==> src/hw/gpio_pkg.sv <==
package gpio_pkg;
  // ==========================================================
  // register offsets in the i/o space
  localparam logic [5:0] ADDR_PORT_A_IN = 6'h00;
  localparam logic [5:0] ADDR_PORT_A_DIR = 6'h01;
  localparam logic [5:0] ADDR_PORT_A_OUT = 6'h02;
  localparam logic [5:0] ADDR_PORT_B_IN = 6'h03;
  localparam logic [5:0] ADDR_PORT_B_DIR = 6'h04;
  localparam logic [5:0] ADDR_PORT_B_OUT = 6'h05;
  localparam logic [5:0] ADDR_PORT_C_OUT = 6'h08;
  localparam logic [5:0] ADDR_PROC_CTRL = 6'h35;
  // ==========================================================
  // processor control field positions
  localparam int CTRL_SCAN_OFF_BIT = 7;
  localparam int CTRL_PULLUP_OFF_BIT = 4;
  localparam int CTRL_VEC_SEL_BIT = 1;
  localparam int CTRL_VEC_UNLOCK_BIT = 0;
  // only these bits hold written data, the rest read as zero
  localparam logic [7:0] CTRL_WRITE_MASK = 8'h93;
  localparam logic [7:0] CTRL_RESET = 8'h00;
  localparam logic [7:0] PORT_RESET = 8'h00;
  // ==========================================================
  // timing
  localparam int CLK_MHZ = 200;
  localparam int SPIKE_NS = 50;
  // least time to accept a level, rounded up to whole cycles
  localparam int SPIKE_CYCLES = (SPIKE_NS * CLK_MHZ + 999) / 1000;
  localparam int SYNC_STAGES = 2;
endpackage

==> src/hw/pin_sync.sv <==
`timescale 1ns/1ps
module pin_sync #(
  parameter int WIDTH = 8
) (
  input wire logic clk_i,               // system clock
  input wire logic rst_i,               // synchronous reset, high
  input wire logic [WIDTH-1:0] d_i,     // asynchronous pin levels
  output logic [WIDTH-1:0] q_o          // levels in clk_i domain
);
  logic [WIDTH-1:0] stage1;

  // ==========================================================
  // two-flop synchroniser; stage1 feeds only q_o
  always_ff @(posedge clk_i) begin
    if (rst_i) begin
      stage1 <= '0;
      q_o <= '0;
    end else begin
      stage1 <= d_i;
      q_o <= stage1;
    end
  end
endmodule

==> src/hw/port_pin_override.sv <==
`timescale 1ns/1ps
module port_pin_override (
  input wire logic clk_i,                          // system clock
  input wire logic rst_i,                          // synchronous reset
  input wire logic [5:0] io_addr_i,                // i/o register address
  input wire logic [7:0] io_wdata_i,               // write data
  input wire logic io_we_i,                        // write strobe
  input wire logic io_re_i,                        // read strobe
  output logic [7:0] io_rdata_o,                   // read data, held
  input wire logic [7:0] port_a_pin_i,             // port A pin levels
  output logic [7:0] port_a_out_o,                 // port A drive value
  output logic [7:0] port_a_oe_o,                  // port A drive enable
  output logic [7:0] port_a_pullup_o,              // port A pull-up on
  input wire logic [7:0] port_b_pin_i,             // port B pin levels
  output logic [7:0] port_b_out_o,                 // port B drive value
  output logic [7:0] port_b_oe_o,                  // port B drive enable
  output logic [7:0] port_b_pullup_o,              // port B pull-up on
  input wire logic [7:0] port_c_pin_i,             // port C pin levels
  input wire logic [7:0] port_c_output_data_direction_i,        // port C direction
  output logic [7:0] port_c_out_o,                 // port C drive value
  output logic [7:0] port_c_oe_o,                  // port C drive enable
  output logic [7:0] port_c_pullup_o,              // port C pull-up on
  input wire logic [7:0] port_d_pin_i,             // port D pin levels
  input wire logic [7:0] portd_direction_i,        // port D direction
  input wire logic [7:0] portd_output_data_i,      // port D data bits
  output logic [7:0] port_d_out_o,                 // port D drive value
  output logic [7:0] port_d_oe_o,                  // port D drive enable
  output logic [7:0] port_d_pullup_o,              // port D pull-up on
  input wire logic serial0_receiver_on_i,          // serial0 rx enabled
  input wire logic serial0_transmitter_on_i,       // serial0 tx enabled
  input wire logic serial0_tx_data_i,              // serial0 tx bit
  input wire logic serial1_receiver_on_i,          // serial1 rx enabled
  input wire logic two_wire_on_i,                  // two-wire enabled
  input wire logic [3:0] timer_compare_enable_i,   // compare out en, bits 7..4
  input wire logic [3:0] timer_compare_value_i,    // compare out, bits 7..4
  input wire logic [3:0] external_irq_enable_i,    // ext irq en, bits 3..0
  input wire logic [7:0] pinchange_source_d_i,     // pin-change masks
  input wire logic pinchange_group3_enable_i,      // pin-change group 3
  input wire logic sleep_i,                        // port D interrupt-side levels gated in sleep
  output logic [7:0] portd_levels_o,               // gated port D levels
  output logic [7:0] pinchange_d_o,                // pin-change sources 24..31
  output logic external_irq_zero_o,                // ext irq zero level
  output logic two_wire_scl_o,                     // filtered clock line
  output logic two_wire_sda_o,                     // filtered data line
  output logic global_pullup_off_o,                // pull-up disable bit
  output logic scan_port_disable_o,                // scan port disable bit
  output logic vector_table_select_o,              // vector table select
  output logic vector_change_unlock_o              // vector change unlock
);
  logic [7:0] port_a_direction;
  logic [7:0] port_a_output_data;
  logic [7:0] port_b_direction;
  logic [7:0] port_b_output_data;
  logic [7:0] port_c_output_data;
  logic [7:0] processor_control;
  logic [31:0] pins_sync;
  logic [7:0] sync_a;
  logic [7:0] sync_b;
  logic [7:0] sync_d;
  logic pullups_off;

  // ==========================================================
  // pin synchronisation
  // every pin level passes two flops before use
  pin_sync #(.WIDTH(32)) u_sync (
    .clk_i(clk_i),
    .rst_i(rst_i),
    .d_i({port_d_pin_i, port_c_pin_i, port_b_pin_i, port_a_pin_i}),
    .q_o(pins_sync)
  );
  assign sync_a = pins_sync[7:0];
  assign sync_b = pins_sync[15:8];
  assign sync_d = pins_sync[31:24];
  assign pullups_off = processor_control[gpio_pkg::CTRL_PULLUP_OFF_BIT];

  // ==========================================================
  // register decode
  wire wr_a_in = io_we_i && (io_addr_i == gpio_pkg::ADDR_PORT_A_IN);
  wire wr_a_dir = io_we_i && (io_addr_i == gpio_pkg::ADDR_PORT_A_DIR);
  wire wr_a_out = io_we_i && (io_addr_i == gpio_pkg::ADDR_PORT_A_OUT);
  wire wr_b_in = io_we_i && (io_addr_i == gpio_pkg::ADDR_PORT_B_IN);
  wire wr_b_dir = io_we_i && (io_addr_i == gpio_pkg::ADDR_PORT_B_DIR);
  wire wr_b_out = io_we_i && (io_addr_i == gpio_pkg::ADDR_PORT_B_OUT);
  wire wr_c_out = io_we_i && (io_addr_i == gpio_pkg::ADDR_PORT_C_OUT);
  wire wr_ctrl = io_we_i && (io_addr_i == gpio_pkg::ADDR_PROC_CTRL);

  // writing ones to an input level register toggles the data bits
  wire [7:0] next_a_out = wr_a_out ? io_wdata_i :
                          wr_a_in ? (port_a_output_data ^ io_wdata_i) : port_a_output_data;
  wire [7:0] next_b_out = wr_b_out ? io_wdata_i :
                          wr_b_in ? (port_b_output_data ^ io_wdata_i) : port_b_output_data;

  // read mux; unmapped addresses read zero
  wire [7:0] next_rdata =
    (io_addr_i == gpio_pkg::ADDR_PORT_A_IN) ? sync_a :
    (io_addr_i == gpio_pkg::ADDR_PORT_A_DIR) ? port_a_direction :
    (io_addr_i == gpio_pkg::ADDR_PORT_A_OUT) ? port_a_output_data :
    (io_addr_i == gpio_pkg::ADDR_PORT_B_IN) ? sync_b :
    (io_addr_i == gpio_pkg::ADDR_PORT_B_DIR) ? port_b_direction :
    (io_addr_i == gpio_pkg::ADDR_PORT_B_OUT) ? port_b_output_data :
    (io_addr_i == gpio_pkg::ADDR_PORT_C_OUT) ? port_c_output_data :
    (io_addr_i == gpio_pkg::ADDR_PROC_CTRL) ? processor_control : 8'h00;

  // ==========================================================
  // register file
  always_ff @(posedge clk_i) begin
    if (rst_i) begin
      port_a_direction <= gpio_pkg::PORT_RESET;
      port_a_output_data <= gpio_pkg::PORT_RESET;
      port_b_direction <= gpio_pkg::PORT_RESET;
      port_b_output_data <= gpio_pkg::PORT_RESET;
      port_c_output_data <= gpio_pkg::PORT_RESET;
      processor_control <= gpio_pkg::CTRL_RESET;
      io_rdata_o <= 8'h00;
    end else begin
      if (wr_a_dir) port_a_direction <= io_wdata_i;
      if (wr_b_dir) port_b_direction <= io_wdata_i;
      if (wr_c_out) port_c_output_data <= io_wdata_i;
      port_a_output_data <= next_a_out;
      port_b_output_data <= next_b_out;
      if (wr_ctrl) processor_control <= io_wdata_i & gpio_pkg::CTRL_WRITE_MASK;
      if (io_re_i) io_rdata_o <= next_rdata;
    end
  end

  // ==========================================================
  // plain port pull-up: input, data bit set, global disable clear
  function automatic logic [7:0] pull_of(input logic [7:0] dir, input logic [7:0] dat,
                                         input logic off);
    pull_of = off ? 8'h00 : (~dir & dat);
  endfunction

  // ==========================================================
  // port D overrides
  // receivers force input, transmitter forces output
  wire [7:0] dir_force_en = {5'h00, serial1_receiver_on_i, serial0_transmitter_on_i,
                             serial0_receiver_on_i};
  wire [7:0] dir_force_val = {5'h00, 1'b0, 1'b1, 1'b0};
  wire [7:0] d_dir = (portd_direction_i & ~dir_force_en) | (dir_force_val & dir_force_en);
  // forced inputs keep their data-bit pull-up; forced output has none
  wire [7:0] d_pull_forced = pullups_off ? 8'h00 : (portd_output_data_i & ~dir_force_val);
  wire [7:0] d_pull = (pull_of(portd_direction_i, portd_output_data_i, pullups_off) & ~dir_force_en) |
                      (d_pull_forced & dir_force_en);
  // compare outputs on bits 7..4, transmitter bit on bit 1
  wire [7:0] val_ovr_en = {timer_compare_enable_i, 2'b00, serial0_transmitter_on_i, 1'b0};
  wire [7:0] val_ovr = {timer_compare_value_i, 2'b00, serial0_tx_data_i, 1'b0};
  wire [7:0] d_val = (portd_output_data_i & ~val_ovr_en) | (val_ovr & val_ovr_en);
  // input buffer override; in sleep only overridden pins reach d_level, the two-wire filter still reads sync_d
  wire [7:0] pc_on = pinchange_source_d_i & {8{pinchange_group3_enable_i}};
  wire [7:0] die_ovr = pc_on | {4'h0, external_irq_enable_i};
  wire [7:0] d_die = {8{~sleep_i}} | die_ovr;
  wire [7:0] d_level = sync_d & d_die;

  // ==========================================================
  // pin outputs, all registered
  always_ff @(posedge clk_i) begin
    if (rst_i) begin
      port_a_out_o <= 8'h00;
      port_a_oe_o <= 8'h00;
      port_a_pullup_o <= 8'h00;
      port_b_out_o <= 8'h00;
      port_b_oe_o <= 8'h00;
      port_b_pullup_o <= 8'h00;
      port_c_out_o <= 8'h00;
      port_c_oe_o <= 8'h00;
      port_c_pullup_o <= 8'h00;
      port_d_out_o <= 8'h00;
      port_d_oe_o <= 8'h00;
      port_d_pullup_o <= 8'h00;
    end else begin
      port_a_out_o <= port_a_output_data;
      port_a_oe_o <= port_a_direction;
      port_a_pullup_o <= pull_of(port_a_direction, port_a_output_data, pullups_off);
      port_b_out_o <= port_b_output_data;
      port_b_oe_o <= port_b_direction;
      port_b_pullup_o <= pull_of(port_b_direction, port_b_output_data, pullups_off);
      port_c_out_o <= port_c_output_data;
      port_c_oe_o <= port_c_output_data_direction_i;
      port_c_pullup_o <= pull_of(port_c_output_data_direction_i, port_c_output_data, pullups_off);
      port_d_out_o <= d_val;
      port_d_oe_o <= d_dir;
      port_d_pullup_o <= d_pull;
    end
  end

  // ==========================================================
  // interrupt-side levels and control bits
  always_ff @(posedge clk_i) begin
    if (rst_i) begin
      portd_levels_o <= 8'h00;
      pinchange_d_o <= 8'h00;
      external_irq_zero_o <= 1'b0;
      global_pullup_off_o <= 1'b0;
      scan_port_disable_o <= 1'b0;
      vector_table_select_o <= 1'b0;
      vector_change_unlock_o <= 1'b0;
    end else begin
      portd_levels_o <= d_level;
      pinchange_d_o <= d_level & pinchange_source_d_i;
      external_irq_zero_o <= d_level[2];
      global_pullup_off_o <= pullups_off;
      scan_port_disable_o <= processor_control[gpio_pkg::CTRL_SCAN_OFF_BIT];
      vector_table_select_o <= processor_control[gpio_pkg::CTRL_VEC_SEL_BIT];
      vector_change_unlock_o <= processor_control[gpio_pkg::CTRL_VEC_UNLOCK_BIT];
    end
  end

  // ==========================================================
  // two-wire spike filters on port D bits 0 (clock) and 1 (data)
  // a level must hold SPIKE_CYCLES samples before it is passed on;
  // this adds that much latency to every genuine edge
  localparam int CW = $clog2(gpio_pkg::SPIKE_CYCLES + 1);
  localparam logic [CW-1:0] SPIKE_LAST = CW'(gpio_pkg::SPIKE_CYCLES - 1);
  logic [CW-1:0] stable_cnt [2];
  wire [1:0] tw_raw = sync_d[1:0];
  wire [1:0] tw_now = {two_wire_sda_o, two_wire_scl_o};
  wire [1:0] tw_take = {stable_cnt[1] == SPIKE_LAST, stable_cnt[0] == SPIKE_LAST};
  logic [1:0] tw_next;

  always_ff @(posedge clk_i) begin
    if (rst_i) begin
      stable_cnt[0] <= '0;
      stable_cnt[1] <= '0;
      tw_next <= 2'b00;
    end else begin
      for (int i = 0; i < 2; i++) begin
        if (!two_wire_on_i || tw_raw[i] == tw_now[i] || tw_take[i]) begin
          stable_cnt[i] <= '0;
        end else begin
          stable_cnt[i] <= stable_cnt[i] + 1'b1;
        end
        if (!two_wire_on_i || tw_take[i]) begin
          tw_next[i] <= tw_raw[i];
        end
      end
    end
  end
  assign two_wire_scl_o = tw_next[0];
  assign two_wire_sda_o = tw_next[1];

  // ==========================================================
  // checks
  property p_rx1_input;
    @(posedge clk_i) disable iff (rst_i) serial1_receiver_on_i |=> !port_d_oe_o[2];
  endproperty
  a_rx1_input: assert property (p_rx1_input) else $error("rx1 pin not input");

  property p_rx1_pull;
    @(posedge clk_i) disable iff (rst_i)
      serial1_receiver_on_i && !pullups_off |=> port_d_pullup_o[2] == $past(portd_output_data_i[2]);
  endproperty
  a_rx1_pull: assert property (p_rx1_pull) else $error("rx1 pull-up wrong");

  property p_tx0_output;
    @(posedge clk_i) disable iff (rst_i)
      serial0_transmitter_on_i |=> port_d_oe_o[1] && port_d_out_o[1] == $past(serial0_tx_data_i);
  endproperty
  a_tx0_output: assert property (p_tx0_output) else $error("tx0 pin not driven");

  property p_rx0_input;
    @(posedge clk_i) disable iff (rst_i)
      serial0_receiver_on_i |=> !port_d_oe_o[0] &&
        port_d_pullup_o[0] == ($past(portd_output_data_i[0]) && !$past(pullups_off));
  endproperty
  a_rx0_input: assert property (p_rx0_input) else $error("rx0 pin wrong");

  property p_compare_value;
    @(posedge clk_i) disable iff (rst_i)
      timer_compare_enable_i[3] |=> port_d_out_o[7] == $past(timer_compare_value_i[3]) &&
        port_d_oe_o[7] == $past(portd_direction_i[7]);
  endproperty
  a_compare_value: assert property (p_compare_value) else $error("compare value wrong");

  property p_irq_input_on;
    @(posedge clk_i) disable iff (rst_i)
      sleep_i && external_irq_enable_i[0] |=> portd_levels_o[0] == $past(sync_d[0]);
  endproperty
  a_irq_input_on: assert property (p_irq_input_on) else $error("input buffer off");

  property p_irq_zero;
    @(posedge clk_i) disable iff (rst_i) !sleep_i |=> external_irq_zero_o == $past(sync_d[2]);
  endproperty
  a_irq_zero: assert property (p_irq_zero) else $error("irq zero mismatch");

  property p_pinchange;
    @(posedge clk_i) disable iff (rst_i)
      !sleep_i |=> pinchange_d_o[2:0] == ($past(sync_d[2:0]) & $past(pinchange_source_d_i[2:0]));
  endproperty
  a_pinchange: assert property (p_pinchange) else $error("pin-change source wrong");

  property p_pullups_off;
    @(posedge clk_i) disable iff (rst_i)
      pullups_off |=> port_a_pullup_o == 8'h00 && port_b_pullup_o == 8'h00 && port_c_pullup_o == 8'h00;
  endproperty
  a_pullups_off: assert property (p_pullups_off) else $error("pull-up despite disable");

  property p_filter_hold;
    @(posedge clk_i) disable iff (rst_i)
      two_wire_on_i && $past(two_wire_on_i) && $changed(two_wire_scl_o) |-> $past(tw_take[0]);
  endproperty
  a_filter_hold: assert property (p_filter_hold) else $error("spike passed filter");

  property p_ctrl_ro;
    @(posedge clk_i) disable iff (rst_i)
      wr_ctrl |=> processor_control[6:5] == 2'b00 && processor_control[3:2] == 2'b00 &&
        pullups_off == $past(io_wdata_i[4]);
  endproperty
  a_ctrl_ro: assert property (p_ctrl_ro) else $error("control bits wrong");

  property p_read_pins;
    @(posedge clk_i) disable iff (rst_i)
      io_re_i && io_addr_i == gpio_pkg::ADDR_PORT_B_IN |=> io_rdata_o == $past(sync_b);
  endproperty
  a_read_pins: assert property (p_read_pins) else $error("pin read wrong");

  property p_reset_zero;
    @(posedge clk_i) rst_i |=> port_a_oe_o == 8'h00 && port_b_out_o == 8'h00 && processor_control == 8'h00;
  endproperty
  a_reset_zero: assert property (p_reset_zero) else $error("reset values wrong");

  c_rx0: cover property (@(posedge clk_i) disable iff (rst_i) serial0_receiver_on_i ##1 port_d_pullup_o[0]);
  c_filter: cover property (@(posedge clk_i) disable iff (rst_i) two_wire_on_i ##1 $changed(two_wire_sda_o));
  c_pullups_off: cover property (@(posedge clk_i) disable iff (rst_i) $rose(pullups_off));
endmodule

==> config.mk <==
export PLATFORM = sky130hd
export DESIGN_NAME = port_pin_override
export DESIGN_NICKNAME = d
export VERILOG_FILES = /design/src/hw/gpio_pkg.sv /design/src/hw/pin_sync.sv /design/src/hw/port_pin_override.sv
export SDC_FILE = /design/constraint.sdc
export NUM_CORES = 1
export LEC_CHECK = 0
export BUFFER_PORTS_ARGS = -buffer_cell sky130_fd_sc_hd__buf_2
export CAP_MARGIN = 20
export CORE_MARGIN = 3
export CORE_UTILIZATION = 52
export CTS_CLUSTER_SIZE = 30
export DETAILED_ROUTE_END_ITERATION = 6
export GPL_TIMING_DRIVEN = 0
export PLACE_DENSITY_LB_ADDON = 0.08
export SLEW_MARGIN = 10
export SYNTH_ARGS = -nofsm -noshare
export SYNTH_HDL_FRONTEND = slang
export SYNTH_HIERARCHICAL = 1
export SYNTH_SLANG_ARGS = --single-unit
==> constraint.sdc <==
create_clock -name clk_i -period 2.7 [get_ports clk_i]
set_input_delay 0.54 -clock clk_i [delete_from_list [all_inputs] [get_ports clk_i]]
set_output_delay 0.54 -clock clk_i [all_outputs]
set_load 0.005 [all_outputs]
Yosys cells after proc, flatten, opt, wreduce, memory -nomap -nowiden
Memories as Yosys holds them, arrays and structs flattened.
Cells that the tools add are included.
Word-level totals
  bits in writable memories: 8
  output and inout port bits: 127
  input bits: 101
  register bits: 235
  memories kept: 1
  logic and storage cells: 125
Memories
  stable_cnt: depth 2, width 4, rd ports 2, clocked after memory_dff 0, write ports 2, RTL line port_pin_override.sv:214  | logic [CW-1:0] stable_cnt [2];
Operators by class
  muxes and demuxes: 32
  reductions and logical operators: 19
  add/subtract/negate cells: 2
  bitwise logic cells: 30
  eq/ne operators: 11
Operators by type and width (number)
  2-to-1 mux 8 bit: 14
  bitwise AND 8 bit: 11
  inverter 8 bit: 5
  bitwise OR 8 bit: 3
  2-to-1 mux 4 bit: 4
  XOR 8 bit: 2
  2-to-1 mux 1 bit: 14
  equality test 6 x 2 -> 1 bit (second input constant): 2
  equality test 6 x 3 -> 1 bit (second input constant): 2
  adder 4 x 1 -> 4 bit (second input constant): 2
  bitwise AND 8 x 3 -> 8 bit: 1
  equality test 4 bit (second input constant): 2
  logical AND 1 bit: 8
  inverter 3 -> 8 bit: 1
  bitwise OR 8 x 2 -> 8 bit: 1
  bitwise OR 8 x 4 -> 8 bit: 1
  equality test 6 x 1 -> 1 bit (second input constant): 1
  equality test 6 x 4 -> 1 bit (second input constant): 1
  equality test 6 bit (second input constant): 1
  zero test 6 bit: 1
  logical OR 1 bit: 6
  bitwise OR 1 bit: 4
  nonzero test 2 bit: 2
  equality test 1 bit: 2
  other kinds (3): 3

Longest topological paths before layout
Gate-level depths: netlist (run 1).
  word-level depth: 9
  mapped depth: 8
  mapped depth without buffers: 6

Modules after synthesis
The synthesis (run 1) kept the hierarchy.
By module, submodules not included
  port_pin_override: area an instance 6621.4 um2, seq. area each 3643.5 um2, cells each 682, times used 1
  pin_sync: area an instance 1918.1 um2, seq. area each 1281.2 um2, cells each 135, times used 1

Worst setup path before layout (run 1)
No wires, ideal clock.
  path type: input port to flip-flop
  from: in io_addr_i[2]
  to: reg port_a_output_data[0]
  cell stages on the path: 8
  setup time: 0.065 ns
  slack: 0.609 ns
  path buffers: 3
  arrival: 2.026 ns
  required time: 2.635 ns
  cell sequence: buf_2 -> or4_1 -> buf_2 -> or3_1 -> buf_6 -> o21ai_2 -> a22oi_1 -> nor2_1
On the way
  cells in the longest elaborated chain, start to end: 3
  elaborated cells on any way between the ends: 6
  those cells by class: eq/ne (1); mux (1); reduce/logical (4)
RTL lines
  start, declared: RTL line port_pin_override.sv:5  | input wire logic [5:0] io_addr_i,
  equality test 6 x 2 -> 1 bit / zero test 6 bit (equally long branches): RTL line port_pin_override.sv:80, port_pin_override.sv:78
  logical AND 1 bit, on equally long branches: RTL line port_pin_override.sv:80, port_pin_override.sv:78
  2-to-1 mux 8 bit / nonzero test 2 bit (equally long branches)
  end signal, assigned: RTL line port_pin_override.sv:109  | port_a_output_data <= gpio_pkg::PORT_RESET;
  end signal, assigned: RTL line port_pin_override.sv:119  | port_a_output_data <= next_a_out;
  end, declared: RTL line port_pin_override.sv:51  | logic [7:0] port_a_output_data;
Parallel ways exist; a longest one is shown, timed or not.
A chain may end at the register's enable or synchronous reset.

Worst setup path in the final report (run 1)
  from: in io_addr_i[5]
  to: reg io_rdata_o[4]
On the way
  cells in the longest elaborated chain, start to end: 9
  elaborated cells on any way between the ends: 16
  those cells by class: eq/ne (7); mux (8); reduce/logical (1)
RTL lines
  equality test 6 bit: RTL line port_pin_override.sv:102  | (io_addr_i == gpio_pkg::ADDR_PROC_CTRL) ? processor_control : 8'h00;
  2-to-1 mux 8 bit: RTL line port_pin_override.sv:102
  2-to-1 mux 8 bit: RTL line port_pin_override.sv:101  | (io_addr_i == gpio_pkg::ADDR_PORT_C_OUT) ? port_c_output_data :
  2-to-1 mux 8 bit: RTL line port_pin_override.sv:100  | (io_addr_i == gpio_pkg::ADDR_PORT_B_OUT) ? port_b_output_data :
  2-to-1 mux 8 bit: RTL line port_pin_override.sv:99  | (io_addr_i == gpio_pkg::ADDR_PORT_B_DIR) ? port_b_direction :
  2-to-1 mux 8 bit: RTL line port_pin_override.sv:98  | (io_addr_i == gpio_pkg::ADDR_PORT_B_IN) ? sync_b :
  2-to-1 mux 8 bit: RTL line port_pin_override.sv:97  | (io_addr_i == gpio_pkg::ADDR_PORT_A_OUT) ? port_a_output_data :
  2-to-1 mux 8 bit: RTL line port_pin_override.sv:96  | (io_addr_i == gpio_pkg::ADDR_PORT_A_DIR) ? port_a_direction :
  2-to-1 mux 8 bit (*): RTL line port_pin_override.sv:95  | (io_addr_i == gpio_pkg::ADDR_PORT_A_IN) ? sync_a :
  end signal, assigned: RTL line port_pin_override.sv:122  | if (io_re_i) io_rdata_o <= next_rdata;
  end, declared: RTL line port_pin_override.sv:9  | output logic [7:0] io_rdata_o,
Mark *: on every way between the ends. The rest lies on a longest branch, timed or not.

==> flow_metrics.py, run 1 <==
metrics = {
    "grt": {
        "antenna_found_initial": 1,
        "grt.overflow.total": 0,
        "use_met1_pct": 31.7,
        "grt_busiest_layer": "met2",
        "grt_start_max_net_pins": 15,
        "grt_pass1_wl_um": 30800,
        "use_met3_pct": 4.80,
        "use_met2_pct": 36.7,
        "grt_pass1_vias": 5703,
        "grt_usage_pct": 23.0,
    },
    "clock_tree": {
        "cts_buffers": 23,
        "cts.reportedPaths.clkPinSlew_ns": 0.06,
        "ctsResizeCount": 0,
        "cts.path.max_buffers": 3,
        "h-tree-depth": 1,
        "cts_setup_buffers": 0,
        "cts_root_buffer": "clkbuf_16",
        "cts_tree": "done",
        "clk_latency_ns": 0.49,
        "cts.sinks": 226,
        "cts_hold_buffers": 0,
    },
    "worst_setup_path": {
        "startpoint_type": "input pin",
        "regToRegSetupSlack_ns": 1.13,
        "cp.arrival_ns": 2.62,
        "endpoint_kind": "flip-flop",
        "critical-path-top-delay-family": "simple AND/OR/NAND/NOR gates",
        "max_stage_delay_ns": 0.78,
        "reg2reg_to": "stable_cnt[0][2]",
        "path_max_fanout": 9,
        "crit_path_top_delay_cell": "nor3_1",
        "regToRegStartpoint": "stable_cnt[0][0]",
        "critical_path_depth": 6,
        "reg2reg_depth": 5,
        "critPathKind": "in -> reg",
        "path_cells": "buf_2 > nor3_1 > and2_1 > o21ai_0 > a221oi_1 > a211o_1",
        "critPathBufInv": 1,
        "worst-endpoint-required_ns": 3.14,
        "crit_end": "io_rdata_o[4]",
        "crit_start": "io_addr_i[5]",
    },
    "layout": {
        "drive_above_1_share_pct": 30.2,
        "nNetsFinal": 1133,
        "reg.largest.list": "u_sync/q_o x24, u_sync/stage1 x24",
        "finalInstanceArea_um2": 10100,
        "area_growth_syn_to_layout_pct": 25.2,
    },
    "detailed_routing": {
        "firstDrtPassIters": 5,
        "postRouteAntennaNets": 0,
        "drc": 0,
        "vias": 6364,
        "drt_wl_total_um": 20600,
        "viasPerCell": 5.18,
        "drt-initial-drc-count": 638,
        "post_drt_wl_per_cell_um": 16.8,
    },
    "timing": {
        "fin_crit_ns": 2.17,
        "tns_ns": 0,
        "setup_slack_ns": 0.527,
        "slew_viol_final": 0,
        "hold_violations": 0,
        "rsz0062_at_grt": "false",
        "tightest_slew_ns": 0.953,
        "clock.fmax_ghz": 0.460,
        "setup_viol": 0,
        "finalCritPeriodShare_pct": 80.5,
        "fin_skew_ns": 0.0107,
        "slew_headroom_pct": 36.0,
    },
    "power_and_ir_drop": {
        "p_leak_uw": 0.00441,
        "power_density_nw_per_um2": 675,
        "vdd_ir_drop_max_uv": 482,
    },
    "run_status": {
        "status": "finished, final reports clean",
    },
    "die": {
        "die_y_um": 131,
        "placementRows": 44,
        "ios": 228,
        "core-area_um2": 14900,
        "dieArea_um2": 17100,
        "initial_core_util_pct": 54.4,
        "die_w_um": 131,
    },
    "synthesis": {
        "synth_warnings": 6,
        "synth_area_um2": 8080,
        "avgSynthCellArea_um2": 10.3,
        "synth_cells": 785,
    },
    "placement": {
        "portBuffers": 211,
        "placed_area_um2": 9390,
        "place_ws_ns": 0.160,
        "gp_congestion": 0.972,
        "dp_hpwl_um": 15200,
    },
    "worst_hold_path": {
        "hold_path_class": "in -> reg",
    },
    "run": {
        "drv_cap": 0,
    },
}
## through the flow
stage / hold WS [ns] / power (uW) / util (%) / std cells
finish: 0.218 / 6830 / 68.0 / 1228
floorplan: 0.414 / 3750 / - / 792
detailed placement: 0.421 / 3940 / 63.2 / 1187
global placement: 0.419 / 3940 / 63.2 / 1187
global route: 0.211 / 7080 / 68.0 / 1228
CTS: 0.201 / 6890 / 68.0 / 1227
## layout by cell type, fill, tap and decap left out, types with 5 or more instances in the layout
| master | instances |
|---|---|
| dfxtp_1 | 218 |
| buf_2 | 215 |
| nor2b_1 | 69 |
| nor2_1 | 63 |
| nand2_1 | 59 |
| nor2b_2 | 44 |
| clkbuf_1 | 38 |
| o21ai_0 | 38 |
| mux2i_1 | 36 |
| nor3b_1 | 33 |
| a21oi_1 | 26 |
| clkbuf_16 | 23 |
| nand3_1 | 21 |
| a22oi_1 | 12 |
| a31oi_1 | 10 |
| o211ai_1 | 10 |
| and2_1 | 9 |
| edfxtp_1 | 8 |
| conb_1 | 8 |
| inv_1 | 7 |
| clkbuf_8 | 7 |
| nand2b_1 | 6 |
| nor3_1 | 6 |
| buf_6 | 6 |
| a211oi_1 | 5 |
| buf_1 | 5 |
| mux2_2 | 5 |
## worst register-to-register path: stages (launching register included)
cell and delay, ns:
edfxtp_1 0.44, ha_1 0.23, nand2_1 0.06, o21ai_0 0.11, or3_1 0.45, nor2_1 0.13
## cell type report
cell class	instances	area (um^2)
diodes	1	2.50
well taps	184	230
clock buffers	36	694
clock inverters	4	23.8
multi-input cells	509	3210
flip-flops and latches	226	4600
repair buffers	211	1060
plain buffers	50	264
inverters	7	26.3
fillers	1234	4750
## layer usage
metal  vias up  routed length (um)  share of wire (%)
li1       3136                   -                  -
met1      2883                8960                 43
met2       302                9310                 45
met3        43                1710                8.3
met4         0                 636                3.1
met5         -                   0                  0
## worst min path at each step
| stage | start | to | cells past startpoint |
|---|---|---|---|
| final | portd_direction_i[5] | port_d_pullup_o[5] | 2 |
| after global routing | port_c_output_data_direction_i[4] | port_c_pullup_o[4] | 2 |
| after CTS | portd_direction_i[5] | port_d_pullup_o[5] | 2 |
| after detailed placement | u_sync/stage1[3] | u_sync/q_o[3] | 1 |
| after global placement | u_sync/stage1[31] | u_sync/q_o[31] | 1 |
| after floorplan | u_sync/stage1[29] | u_sync/q_o[29] | 1 |
## where the power goes
group / total, uW / switching, uW / internal (uW) / leakage, uW
Clock: 2960 / 1200 / 1760 / 0.000357
Sequential: 3460 / 30.7 / 3430 / 0.00186
Combinational: 412 / 236 / 176 / 0.00220
Total: 6830 / 1460 / 5370 / 0.00441
Power figures use the tool's default switching activity.
==> run 2: changes to the inputs <==
Settings changed: CORE_UTILIZATION 52 to 47.
Clock period 2.7 ns to 1.98 ns, I/O delays scaled along.
==> flow_metrics.py, run 2 (same netlist as run 1, synthesis figures left out) <==
metrics = {
    "layout": {
        "drive_above_1_share_pct": 31.0,
        "seqCellArea_um2": 4600,
        "finalInstanceArea_um2": 10200,
        "final_common_cell": "dfxtp_1",
        "final_cell_mix": "218 x dfxtp_1, 215 x buf_2, 69 x nor2b_1",
        "nNetsFinal": 1133,
        "reg.largest.list": "u_sync/q_o x24, u_sync/stage1 x24",
        "multi_input_area_um2": 3220,
        "area_growth_syn_to_layout_pct": 26.0,
        "fill_cells": 1483,
        "finish.utilization_pct": 61.0,
        "n_antenna_cell": 0,
    },
    "clock_tree": {
        "ctsResizeCount": 0,
        "cts.reportedPaths.clkPinSlew_ns": 0.06,
        "cts_root_buffer": "clkbuf_16",
        "cts_hold_buffers": 0,
        "cts.path.max_buffers": 3,
        "cts_setup_buffers": 0,
        "clk_latency_ns": 0.51,
        "cts_tree": "done",
        "cts.sinks": 226,
        "cts_buffers": 23,
        "h-tree-depth": 1,
    },
    "die": {
        "dieArea_um2": 18800,
        "die_w_um": 137,
        "initial_core_util_pct": 48.4,
        "die_y_um": 137,
        "ios": 228,
        "placementRows": 47,
        "core-area_um2": 16700,
    },
    "timing": {
        "hold_violations": 0,
        "setup_viol": 0,
        "fin_skew_ns": 0.0127,
        "tightest_slew_ns": 0.716,
        "slew_headroom_pct": 51.9,
        "fin_crit_ns": 1.88,
        "rsz0062_at_grt": "false",
        "slew_viol_final": 0,
        "clock.fmax_ghz": 0.532,
        "finalCritPeriodShare_pct": 95.0,
    },
    "worst_setup_path": {
        "worst-endpoint-required_ns": 2.38,
        "cp.arrival_ns": 2.28,
        "crit_path_top_delay_cell": "nor4_1",
        "regToRegSetupSlack_ns": 0.41,
        "startpoint_type": "input pin",
        "path_cells": "buf_2 > nor4_1 > clkbuf_2 > nand2_1 > o21ai_0 > a221oi_1 > a211o_1",
        "critical-path-top-delay-family": "compound AO/OA/AOI/OAI gates",
        "critPathBufInv": 2,
        "critPathKind": "in -> reg",
        "max_stage_delay_ns": 0.42,
        "endpoint_kind": "flip-flop",
        "path_max_fanout": 10,
    },
    "grt": {
        "grt_start_max_net_pins": 15,
        "antenna_found_initial": 0,
        "grt_pass1_vias": 5813,
        "grt.overflow.total": 0,
        "grt_usage_pct": 21.7,
        "grt_pass1_wl_um": 31700,
    },
    "detailed_routing": {
        "vias": 6323,
        "drt_wl_total_um": 20900,
        "post_drt_wl_per_cell_um": 16.6,
        "viasPerCell": 5.01,
        "drt-initial-drc-count": 442,
        "drc": 0,
        "postRouteAntennaNets": 0,
        "firstDrtPassIters": 5,
    },
    "power_and_ir_drop": {
        "p_total_uw": 9430,
        "p_leak_uw": 0.00443,
        "power_density_nw_per_um2": 926,
        "vdd_ir_drop_max_uv": 608,
    },
    "run": {
        "drv_cap": 0,
    },
    "placement": {
        "placed_area_um2": 9440,
        "portBuffers": 211,
        "dp_hpwl_um": 15400,
        "gp_congestion": 0.960,
    },
    "worst_hold_path": {
        "hold_path_class": "in -> reg",
    },
    "run_status": {
        "status": "finished, final reports clean",
    },
}
## run 2: cell count changes in the layout (fill, tap and decap cells not counted), moves of 2 or more
cell,change
clkbuf_2,+3
clkbuf_1,-8
clkbuf_8,-5
clkinvlp_4,+2
clkinv_2,+3
nor3_2,+2
nor3_1,-2
## run 2: area by class of cell
type / instances / share of cell area [%]
Sequential cell: 226 / 45.2
Clock inverter: 11 / 0.995
Inverter: 7 / 0.258
Buffer: 50 / 2.63
Tap cell: 220 / 2.70
Multi-Input combinational cell: 509 / 31.6
Clock buffer: 27 / 6.20
Timing Repair Buffer: 211 / 10.4
## run 2: through the flow
| step | setup WS, ns | hold WS, ns | std cells | setup TNS [ns] |
|---|---|---|---|---|
| detailed placement | -0.437 | 0.421 | 1223 | -20.69 |
| CTS | 0.0743 | 0.0252 | 1261 | 0 |
| global route | 0.0227 | 0.0349 | 1261 | 0 |
| finish | 0.0988 | 0.0484 | 1261 | 0 |
| global placement | -0.485 | 0.420 | 1223 | -21.77 |
| floorplan | 0.0332 | 0.414 | 792 | 0 |
## run 2: worst paths after layout
path | startpoint | end | depth (start not counted)
hold reg to reg | u_sync/stage1[29] | u_sync/q_o[29] | 1
setup reg to reg | port_a_output_data[3] | io_rdata_o[3] | 5
setup / recovery | io_addr_i[5] | io_rdata_o[3] | 7
hold / removal | port_c_output_data_direction_i[7] | port_c_pullup_o[7] | 2
## run 2: layer usage
metal,GRT usage (%),routed length (um)
met5,0,0
met4,5.71,401
met2,35.8,9810
met3,4.19,1550
met1,29.3,9140
## run 2: report_power, final
part / leakage (uW) / switching (uW) / internal (uW) / total [uW]
sequential: 0.00186 / 41.9 / 4680 / 4720
clock: 0.000363 / 1730 / 2420 / 4150
combinational: 0.00221 / 321 / 241 / 562
total: 0.00443 / 2090 / 7340 / 9430
==> run 3: changes to the inputs <==
Settings changed: CELL_PAD_IN_SITES_DETAIL_PLACEMENT from default to 2, CELL_PAD_IN_SITES_GLOBAL_PLACEMENT from default to 2, CORE_UTILIZATION 47 to 29.
==> flow_metrics.py, run 3 (same netlist as run 1, synthesis figures left out) <==
metrics = {
    "layout": {
        "drive_above_1_share_pct": 31.9,
        "final_common_cell": "dfxtp_1",
        "reg.largest.list": "u_sync/q_o x24, u_sync/stage1 x24",
        "final_cells": 1424,
        "final_cell_mix": "218 x dfxtp_1, 215 x buf_2, 69 x nor2b_1",
        "nNetsFinal": 1136,
        "area_growth_syn_to_layout_pct": 30.9,
        "fill_cells": 3026,
    },
    "timing": {
        "slew_viol_final": 0,
        "hold_violations": 0,
        "tightest_slew_ns": 0.883,
        "fin_skew_ns": 0.0104,
        "slew_headroom_pct": 41.2,
        "clock.fmax_ghz": 0.551,
        "rsz0062_at_grt": "false",
        "finalCritPeriodShare_pct": 91.6,
        "setup_viol": 0,
        "tns_ns": 0,
        "fin_crit_ns": 1.81,
    },
    "grt": {
        "grt_start_max_net_pins": 13,
        "antenna_found_initial": 1,
        "grt_usage_pct": 18.7,
        "grt.overflow.total": 0,
        "grt_pass1_vias": 7212,
        "grt_pass1_wl_um": 44100,
    },
    "run_status": {
        "status": "finished, final reports clean",
    },
    "power_and_ir_drop": {
        "p_int_uw": 8110,
        "vdd_ir_drop_max_uv": 551,
        "power_density_nw_per_um2": 989,
        "combPwrFrac_pct": 5.7,
        "clock_power_share_pct": 49.1,
        "switchingPower_uw": 2340,
        "p_leak_uw": 0.00454,
        "switching_share_pct": 22.4,
        "p_seq_share_pct": 45.2,
    },
    "worst_setup_path": {
        "cp.arrival_ns": 2.22,
        "worst-endpoint-required_ns": 2.39,
        "crit_start": "io_addr_i[4]",
        "regToRegSetupSlack_ns": 0.36,
        "regToRegStartpoint": "processor_control[4]",
        "endpoint_kind": "flip-flop",
        "startpoint_type": "input pin",
        "reg2reg_depth": 3,
        "reg2reg_to": "port_b_pullup_o[3]",
        "critPathKind": "in -> reg",
        "path_max_fanout": 10,
    },
    "detailed_routing": {
        "drt_wl_total_um": 28500,
        "drt-initial-drc-count": 239,
        "drc": 0,
        "viasPerCell": 4.62,
        "vias": 6583,
        "firstDrtPassIters": 4,
        "post_drt_wl_per_cell_um": 20.0,
        "postRouteAntennaNets": 0,
    },
    "die": {
        "ios": 228,
        "die_w_um": 173,
        "placementRows": 60,
        "core-area_um2": 27200,
        "dieArea_um2": 29900,
        "initial_core_util_pct": 29.7,
        "die_y_um": 173,
    },
    "placement": {
        "gp_congestion": 0.792,
        "dp_hpwl_um": 21400,
        "numPlacedInstances": 1375,
        "portBuffers": 211,
    },
    "clock_tree": {
        "ctsResizeCount": 3,
        "cts.path.max_buffers": 3,
        "cts_hold_buffers": 0,
        "clk_latency_ns": 0.53,
        "cts_buffers": 27,
        "cts_setup_buffers": 0,
        "cts_root_buffer": "clkbuf_16",
        "cts.reportedPaths.clkPinSlew_ns": 0.06,
        "cts.sinks": 226,
        "cts_tree": "done",
        "h-tree-depth": 1,
    },
    "worst_hold_path": {
        "holdPathStages": 2,
        "min_to": "port_d_pullup_o[3]",
        "hold_path_class": "in -> reg",
        "hold_start": "portd_direction_i[3]",
    },
    "run": {
        "drv_cap": 0,
    },
}
## run 3: area by class of cell
type | instances | area (um^2) | area share [%]
well taps | 372 | 465 | 4.40
repair buffers | 211 | 1060 | 9.99
flip-flops and latches | 226 | 4600 | 43.6
clock inverters | 15 | 176 | 1.67
clock buffers | 34 | 752 | 7.11
plain buffers | 49 | 267 | 2.52
multi-input cells | 509 | 3220 | 30.5
inverters | 7 | 26.3 | 0.249
diodes | 1 | 2.50 | 0.0237
## run 3: metrics by stage
stage	instance area, um^2	power, uW	hold WS [ns]	util, %	worst slack [ns]
finish	10600	10500	0.0435	38.9	0.167
global route	10600	10900	0.0300	38.9	0.0132
CTS	10600	10600	0.0170	38.9	0.0566
detailed placement	9630	5440	0.425	35.4	-0.681
global placement	9630	5430	0.419	35.4	-0.713
floorplan	8110	5120	0.414	-	0.0332
## run 3: layer usage
metal / GRT usage (%) / wire, um / part of all wire (%) / up-vias
met4: 3.68 / 507 / 1.8 / 2
li1: - / - / - / 3143
met3: 3.51 / 1250 / 4.4 / 31
met2: 32.4 / 13800 / 48 / 160
met5: 0 / 15 / 0.053 / -
met1: 24.3 / 12900 / 45 / 3247
## run 3: worst max-delay path: stages
cell      delay (ns)
buf_2           0.16
nor4_1          0.39
clkbuf_2        0.31
nand2_1         0.11
o21ai_0         0.39
a221oi_1        0.14
a211o_1         0.31
## run 3: worst max path at each step
stage                             to  cells after the start
2_1_floorplan  port_a_output_data[0]                      8
3_3_place_gp         port_d_out_o[7]                      5
3_5_place_dp         port_d_out_o[7]                      5
4_1_cts                io_rdata_o[3]                      7
5_1_grt        port_a_output_data[5]                      7
6_report               io_rdata_o[3]                      7
## run 3: power groups by stage
stage	logic (uW)	registers [uW]	clock network (uW)
after floorplan	301	4820	0
after global placement	600	4830	0
after detailed placement	607	4830	0
after CTS	613	4730	5300
after global routing	667	4740	5500
final	600	4730	5130
